File: src/inc/cmdc_consts.svh
`ifndef CMDC_CONSTS_SVH
`define CMDC_CONSTS_SVH
`define CMDC_REG_INDEX        8'h05
`define CMDC_REG_ADDR         12'h014
`define CMDC_REG_RESET        24'he00000
`define CMDC_WRITE_MASK       24'he073ff
`define CMDC_LA_CM_BIT        23
`define CMDC_LL_CM_BIT        22
`define CMDC_RA_CM_BIT        21
`define CMDC_LA_SUM_BIT       14
`define CMDC_LL_SUM_BIT       13
`define CMDC_RA_SUM_BIT       12
`define CMDC_CE_SUM_BIT       9
`define CMDC_CE_REF_BIT       8
`define CMDC_REFSEL_HI        7
`define CMDC_REFSEL_LO        4
`define CMDC_DRIVE_OUT_BIT    3
`define CMDC_EXT_SRC_BIT      2
`define CMDC_REF_EN_BIT       1
`define CMDC_SHIELD_BIT       0
`define CMDC_SEL_DRIVEN_LEAD  4'h0
`define CMDC_SEL_LA           4'h1
`define CMDC_SEL_LL           4'h2
`define CMDC_SEL_RA           4'h3
`define CMDC_RESP_OKAY        2'h0
`define CMDC_RESP_SLVERR      2'h2
`endif

File: src/inc/cmdc_pkg.sv
package cmdc_pkg;
  typedef enum logic [1:0] {
    CMDC_CM_ELECTRODES,
    CMDC_CM_INTERNAL_REF,
    CMDC_CM_EXTERNAL
  } cmdc_cm_src_t;
endpackage : cmdc_pkg

File: src/logic/cmdc_common_mode_drive_control.sv
// Chosen here: the AXI4-Lite interface to the registers.
`timescale 1ns/1ps
`include "cmdc_consts.svh"
// Operation
// - Each electrode select bit set puts its electrode into the common-mode average.
// - The common mode is the average of the selected electrodes, or the single one alone.
// - With no electrode selected the common mode comes from the internal fixed reference.
// - The external-source bit opens all internal common-mode switches and overrides the selects.
// - The drive-out bit sends the internal common mode to its pin, but not under external source.
// - The three driven-lead summing bits each join their electrode to the summing input, reset zero.
// - The common-electrode summing bit adds the common electrode to the summing input.
// - The common-electrode reference enable turns on the common electrode, reset zero.
// - The reference-drive field picks driven lead, LA, LL or RA for codes 0 to 3, others reserved.
// - The reference-electrode enable turns on the right-leg-drive reference electrode.
// - The shield-drive enable turns on the shield driver.
// - The register sits at index 0x05 and resets to 0xe00000.
module cmdc_common_mode_drive_control (
  // Clock and reset
  input  wire logic                mclk_i,
  input  wire logic                rst_n_i,
  // AXI4-Lite write address and data
  input  wire logic [11:0]         s_axi_awaddr_i,
  input  wire logic                s_axi_awvalid_i,
  output logic                     s_axi_awready_o,
  input  wire logic [31:0]         s_axi_wdata_i,
  input  wire logic [3:0]          s_axi_wstrb_i,
  input  wire logic                s_axi_wvalid_i,
  output logic                     s_axi_wready_o,
  // AXI4-Lite write response
  output logic [1:0]               s_axi_bresp_o,
  output logic                     s_axi_bvalid_o,
  input  wire logic                s_axi_bready_i,
  // AXI4-Lite read
  input  wire logic [11:0]         s_axi_araddr_i,
  input  wire logic                s_axi_arvalid_i,
  output logic                     s_axi_arready_o,
  output logic [31:0]              s_axi_rdata_o,
  output logic [1:0]               s_axi_rresp_o,
  output logic                     s_axi_rvalid_o,
  input  wire logic                s_axi_rready_i,
  // Common mode controls
  output cmdc_pkg::cmdc_cm_src_t   cm_src_o,
  output logic [2:0]               cm_switch_o,
  output logic                     cm_drive_out_o,
  // Driven lead and reference controls
  output logic [2:0]               drive_sum_o,
  output logic                     common_electrode_drive_sum_o,
  output logic                     common_electrode_ref_enable_o,
  output logic [3:0]               ref_electrode_o,
  output logic                     reference_electrode_enable_o,
  output logic                     shield_drive_enable_o
);
  typedef struct packed {
    logic [23:0] cfg;
    logic        aw_held;
    logic [11:0] aw_addr;
    logic        w_held;
    logic [31:0] w_data;
    logic [3:0]  w_strb;
    logic        bvalid;
    logic [1:0]  bresp;
    logic        rvalid;
    logic [31:0] rdata;
    logic [1:0]  rresp;
  } cmdc_state_t;

  cmdc_state_t st;
  cmdc_state_t next_st;
  logic [23:0] wr_merge;
  logic [23:0] wr_mask;
  logic [23:0] wr_data;
  logic [3:0]  wr_strb;

  // Write data may arrive now or may be held from an earlier cycle.
  assign wr_strb = st.w_held ? st.w_strb : s_axi_wstrb_i;
  assign wr_data = st.w_held ? st.w_data[23:0] : s_axi_wdata_i[23:0];

  // Lane 3 carries no field, so its strobe is ignored.
  for (genvar lane = 0; lane < 3; lane++) begin : g_lane_mask
    assign wr_mask[lane*8 +: 8] = {8{wr_strb[lane]}};
  end

  assign s_axi_awready_o = ~st.aw_held & ~st.bvalid;
  assign s_axi_wready_o  = ~st.w_held & ~st.bvalid;
  assign s_axi_arready_o = ~st.rvalid;

  always_comb begin
    next_st  = st;
    wr_merge = st.cfg;
    if (s_axi_awvalid_i && s_axi_awready_o) begin
      next_st.aw_held = 1'b1;
      next_st.aw_addr = s_axi_awaddr_i;
    end
    if (s_axi_wvalid_i && s_axi_wready_o) begin
      next_st.w_held = 1'b1;
      next_st.w_data = s_axi_wdata_i;
      next_st.w_strb = s_axi_wstrb_i;
    end
    if (next_st.aw_held && next_st.w_held) begin
      next_st.aw_held = 1'b0;
      next_st.w_held  = 1'b0;
      next_st.bvalid  = 1'b1;
      if (next_st.aw_addr[11:2] == {2'h0, `CMDC_REG_INDEX}) begin
        next_st.bresp = `CMDC_RESP_OKAY;
        wr_merge    = (st.cfg & ~wr_mask) | (wr_data & wr_mask);
        next_st.cfg = wr_merge & `CMDC_WRITE_MASK;
      end else begin
        next_st.bresp = `CMDC_RESP_SLVERR;
      end
    end
    if (st.bvalid && s_axi_bready_i) begin
      next_st.bvalid = 1'b0;
    end
    if (st.rvalid && s_axi_rready_i) begin
      next_st.rvalid = 1'b0;
    end
    if (s_axi_arvalid_i && s_axi_arready_o) begin
      next_st.rvalid = 1'b1;
      if (s_axi_araddr_i[11:2] == {2'h0, `CMDC_REG_INDEX}) begin
        next_st.rdata = {8'h00, st.cfg};
        next_st.rresp = `CMDC_RESP_OKAY;
      end else begin
        next_st.rdata = 32'h00000000;
        next_st.rresp = `CMDC_RESP_SLVERR;
      end
    end
  end

  always_ff @(posedge mclk_i) begin
    if (!rst_n_i) begin
      st     <= '0;
      st.cfg <= `CMDC_REG_RESET;
    end else begin
      st <= next_st;
    end
  end

  assign s_axi_bvalid_o = st.bvalid;
  assign s_axi_bresp_o  = st.bresp;
  assign s_axi_rvalid_o = st.rvalid;
  assign s_axi_rdata_o  = st.rdata;
  assign s_axi_rresp_o  = st.rresp;

  cmdc_switch_decode u_decode (
    .cfg_i           (st.cfg),
    .cm_src_o        (cm_src_o),
    .cm_switch_o     (cm_switch_o),
    .cm_drive_pin_o  (cm_drive_out_o),
    .ref_electrode_o (ref_electrode_o)
  );

  assign drive_sum_o = {st.cfg[`CMDC_LA_SUM_BIT], st.cfg[`CMDC_LL_SUM_BIT], st.cfg[`CMDC_RA_SUM_BIT]};
  assign common_electrode_drive_sum_o = st.cfg[`CMDC_CE_SUM_BIT];
  assign common_electrode_ref_enable_o = st.cfg[`CMDC_CE_REF_BIT];
  assign reference_electrode_enable_o = st.cfg[`CMDC_REF_EN_BIT];
  assign shield_drive_enable_o = st.cfg[`CMDC_SHIELD_BIT];
endmodule : cmdc_common_mode_drive_control

File: src/logic/cmdc_switch_decode.sv
`timescale 1ns/1ps
`include "cmdc_consts.svh"
module cmdc_switch_decode (
  // Register image
  input  wire logic [23:0]         cfg_i,
  // Common mode switches
  output cmdc_pkg::cmdc_cm_src_t   cm_src_o,
  output logic [2:0]               cm_switch_o,
  output logic                     cm_drive_pin_o,
  // Reference drive electrode, one hot: driven lead, LA, LL, RA
  output logic [3:0]               ref_electrode_o
);
  logic [2:0] sel;
  assign sel = {cfg_i[`CMDC_LA_CM_BIT], cfg_i[`CMDC_LL_CM_BIT], cfg_i[`CMDC_RA_CM_BIT]};
  always_comb begin
    cm_src_o    = cmdc_pkg::CMDC_CM_ELECTRODES;
    cm_switch_o = 3'h0;
    if (cfg_i[`CMDC_EXT_SRC_BIT]) begin
      cm_src_o = cmdc_pkg::CMDC_CM_EXTERNAL;
    end else if (sel == 3'h0) begin
      cm_src_o = cmdc_pkg::CMDC_CM_INTERNAL_REF;
    end else begin
      cm_switch_o = sel;
    end
  end
  assign cm_drive_pin_o = cfg_i[`CMDC_DRIVE_OUT_BIT] & ~cfg_i[`CMDC_EXT_SRC_BIT];
  always_comb begin
    case (cfg_i[`CMDC_REFSEL_HI:`CMDC_REFSEL_LO])
      `CMDC_SEL_DRIVEN_LEAD: ref_electrode_o = 4'h1;
      `CMDC_SEL_LA:          ref_electrode_o = 4'h2;
      `CMDC_SEL_LL:          ref_electrode_o = 4'h4;
      `CMDC_SEL_RA:          ref_electrode_o = 4'h8;
      default:               ref_electrode_o = 4'h0;
    endcase
  end
endmodule : cmdc_switch_decode

File: config.mk
export PLATFORM = sky130hd
export DESIGN_NAME = cmdc_common_mode_drive_control
export DESIGN_NICKNAME = d
export VERILOG_FILES = /design/src/inc/cmdc_pkg.sv /design/src/logic/cmdc_common_mode_drive_control.sv /design/src/logic/cmdc_switch_decode.sv
export VERILOG_INCLUDE_DIRS = /design/src /design/src/inc
export SDC_FILE = /design/constraint.sdc
export NUM_CORES = 1
export LEC_CHECK = 0
export ABC_AREA = 1
export BUFFER_PORTS_ARGS = -buffer_cell sky130_fd_sc_hd__buf_2
export CAP_MARGIN = 20
export CORE_MARGIN = 4
export CORE_UTILIZATION = 49
export DETAILED_ROUTE_END_ITERATION = 12
export GPL_TIMING_DRIVEN = 0
export HOLD_SLACK_MARGIN = 0.08
export PLACE_DENSITY = 0.8
export SYNTH_ARGS = -nofsm -noshare
export SYNTH_HDL_FRONTEND = slang
export SYNTH_SLANG_ARGS = --single-unit
File: constraint.sdc
create_clock -name mclk_i -period 2.3 [get_ports mclk_i]
set_input_delay 0.23 -clock mclk_i [delete_from_list [all_inputs] [get_ports mclk_i]]
set_output_delay 0.23 -clock mclk_i [all_outputs]
set_load 0.02 [all_outputs]
==> results.toml <==
[pwr]
powerDensity_nw_per_um2 = 659
p_leak_nw = 2.14
peakVddDrop_mv = 0.432

[placed_design]
io_buffers = 85
gp_congestion = 0.773
placed_area_um2 = 3780
dpl.hpwl_um = 5560

[routing]
viasPerCell = 4.49
drt_iter0_markers = 109
vias = 2948
routed_wl_um = 7310
post_drt_wl_per_cell_um = 11.1
drc = 0
firstDrtPassIters = 4
ant_nets = 0

[sta]
fin_crit_sh_pct = 86.7
timing.final.hold_violations = 0
tightest_slew_ns = 0.708
fin_crit_ns = 1.99
fmax_mhz = 501
rsz0062_at_grt = "no"
setup_viol_count_final = 0
fin_setup_tns_ns = 0
skew_ns = 0.00642
whs_ns = 0.160
slew_viol_final = 0
max_slew_margin_pct = 52.4

[flow_run]
drv_cap = 0

[clock_network]
clk_pin_slew_ns = 0.07
cts_inserted_buffers = 9
htreeDepth = 3
cts_tree = "yes"
cts_resized = 0
clock_path_buffers = 2
clock_latency_ns = 0.33
root_buffer = "clkbuf_8"
cts_sinks = 67

[die]
die_x_um = 88.8
die_y_um = 88.8
ios = 125
initial_core_util_pct = 50.3
rows = 29
die-area_um2 = 7880
core_area_um2 = 6350

[worst_setup_path]
crit_type = "flip-flop to flip-flop"
arrival_ns = 2.26
critical_path.max_fanout = 10
r2r_cells = 6
timing.rr.end = "s_axi_rdata_o[5]"
timing.rr.start = "s_axi_rvalid_o"
reg2reg_slack_ns = 0.31
cp-end-kind = "flip-flop"
crit_required_ns = 2.57
cp-start-kind = "flip-flop"

[synthesis]
synth_cell_type_count = 32
synthCells = 461
synth-edff-count = 0
synthArstFlopShare_pct = 0
yosys_warnings = 0
synth_top_area_share_pct = 42.0
syn_area_um2 = 3200
avgSynthCellArea_um2 = 6.93
yosysSeqAreaShare_pct = 42.0
yosys.area.top_type = "dfxtp_1"
synth.ff_latch_count = 67
synth_area_leaders = "dfxtp_1, nand2_1, buf_4, nor2_1, inv_1"
synthFlopType = "dfxtp_1"

[layout]
drive_gt1_share_pct = 26.9
utilization_pct = 62.4
final_area_um2 = 3960
syn2layout_area_growth_pct = 24.0
diodes = 0
layout.nets = 642

[global_routing]
antenna_found_initial = 0
grt_pass1_wl_um = 11800
grt_usage_pct = 19.2
grt_max_degree = 11
grt_pass1_vias = 2699
overflow = 0

[outcome]
status = "finished, final reports clean"

[worst_hold_path]
min_path_cells = 3
worstHoldEndpoint = "st[64]"
hold_path.class = "primary input to flip-flop"
min-delay-start = "s_axi_wdata_i[22]"
[repair_timing]
item / 4_1_cts / 5_1_grt
hold endpoints to repair: 1 / 0
hold buffers: 1 / 0
setup buffers: 0 / 0
[cell usage after synthesis (all sizes together), types with 2 or more instances]
master / number
dfxtp: 67
nor3: 4
nand3: 11
nor2: 75
nand2: 136
nor4: 2
inv: 40
nand3b: 2
a21oi: 26
nand4: 3
clkbuf: 12
o21ai: 32
buf: 45
[where the power goes]
part           total [W]  switching [W]  internal (W)
sequential       0.00127      0.0000362       0.00123
combinational   0.000479       0.000308      0.000171
clock           0.000862       0.000414      0.000448
total            0.00261       0.000759       0.00185
[worst max path at each step]
stage / start / end / slack (ns) / depth (start not counted)
global route: s_axi_rvalid_o / s_axi_rdata_o[5] / 0.04 / 6
global placement: s_axi_rvalid_o / s_axi_rdata_o[5] / 0.28 / 6
detailed placement: s_axi_rvalid_o / s_axi_rdata_o[21] / 0.30 / 6
CTS: s_axi_rvalid_o / s_axi_rdata_o[21] / 0.28 / 6
finish: s_axi_rvalid_o / s_axi_rdata_o[5] / 0.31 / 6
floorplan: s_axi_bvalid_o / flip-flop / 0.44 / 10
[metal layers]
metal	GRT usage, %	up-vias	share of wire [%]
li1	-	1594	-
met1	23.9	1257	45
met2	32.5	86	47
met4	9.62	0	1.9
met5	0	-	0
met3	2.51	11	6.5
[cell families (layout without fill, tap and decap cells)]
group | count (synthesis) | after routing | synth area share (%)
and+or+nand+nor | 234 | 234 | 31.0
buffers and inverters | 98 | 200 | 16.8
other | 1 | 18 | 0.117
AOI/OAI and AO/OA | 61 | 61 | 10.0
DFF | 67 | 67 | 42.0
[through the flow]
step,std cells,setup WS [ns],power [W]
after floorplan,478,0.435,0.00164
after global placement,640,0.282,0.00176
after detailed placement,640,0.295,0.00177
after CTS,657,0.277,0.00262
after global routing,657,0.0390,0.00274
final,657,0.305,0.00261
[worst max-delay path, cell delays in order (launching register included)]
cell and delay, ns:
dfxtp_1 0.31, inv_2 0.06, nand2_1 0.20, nor4_2 0.72, clkbuf_1 0.39, nand2_1 0.11, a21oi_1 0.13
[area by class of cell]
cell class / instances / area, um^2
Fill cell: 602 / 2390
Multi-Input combinational cell: 313 / 1380
Sequential cell: 67 / 1340
Timing Repair Buffer: 86 / 435
Buffer: 57 / 384
Clock buffer: 14 / 163
Inverter: 41 / 154
Tap cell: 77 / 96.3
Clock inverter: 2 / 10.0
[placed cells by master (no fill, tap or decap), types with 2 or more instances in the layout]
master and count:
buf_6 2, dfxtp_1 67, nand2_2 2, buf_4 41, nand2_1 133, clkinv_2 2
inv_1 39, nand3_2 2, nand4_1 3, nor3_1 4, o21ai_2 2, nor2_4 2
nor2_1 72, o21ai_0 28, a21oi_1 26, buf_2 86, o21ai_1 2, nand3b_1 2
clkbuf_1 15, clkbuf_8 11, nand3_1 8, conb_1 18
No activity file was read; power rests on OpenSTA's default activity.
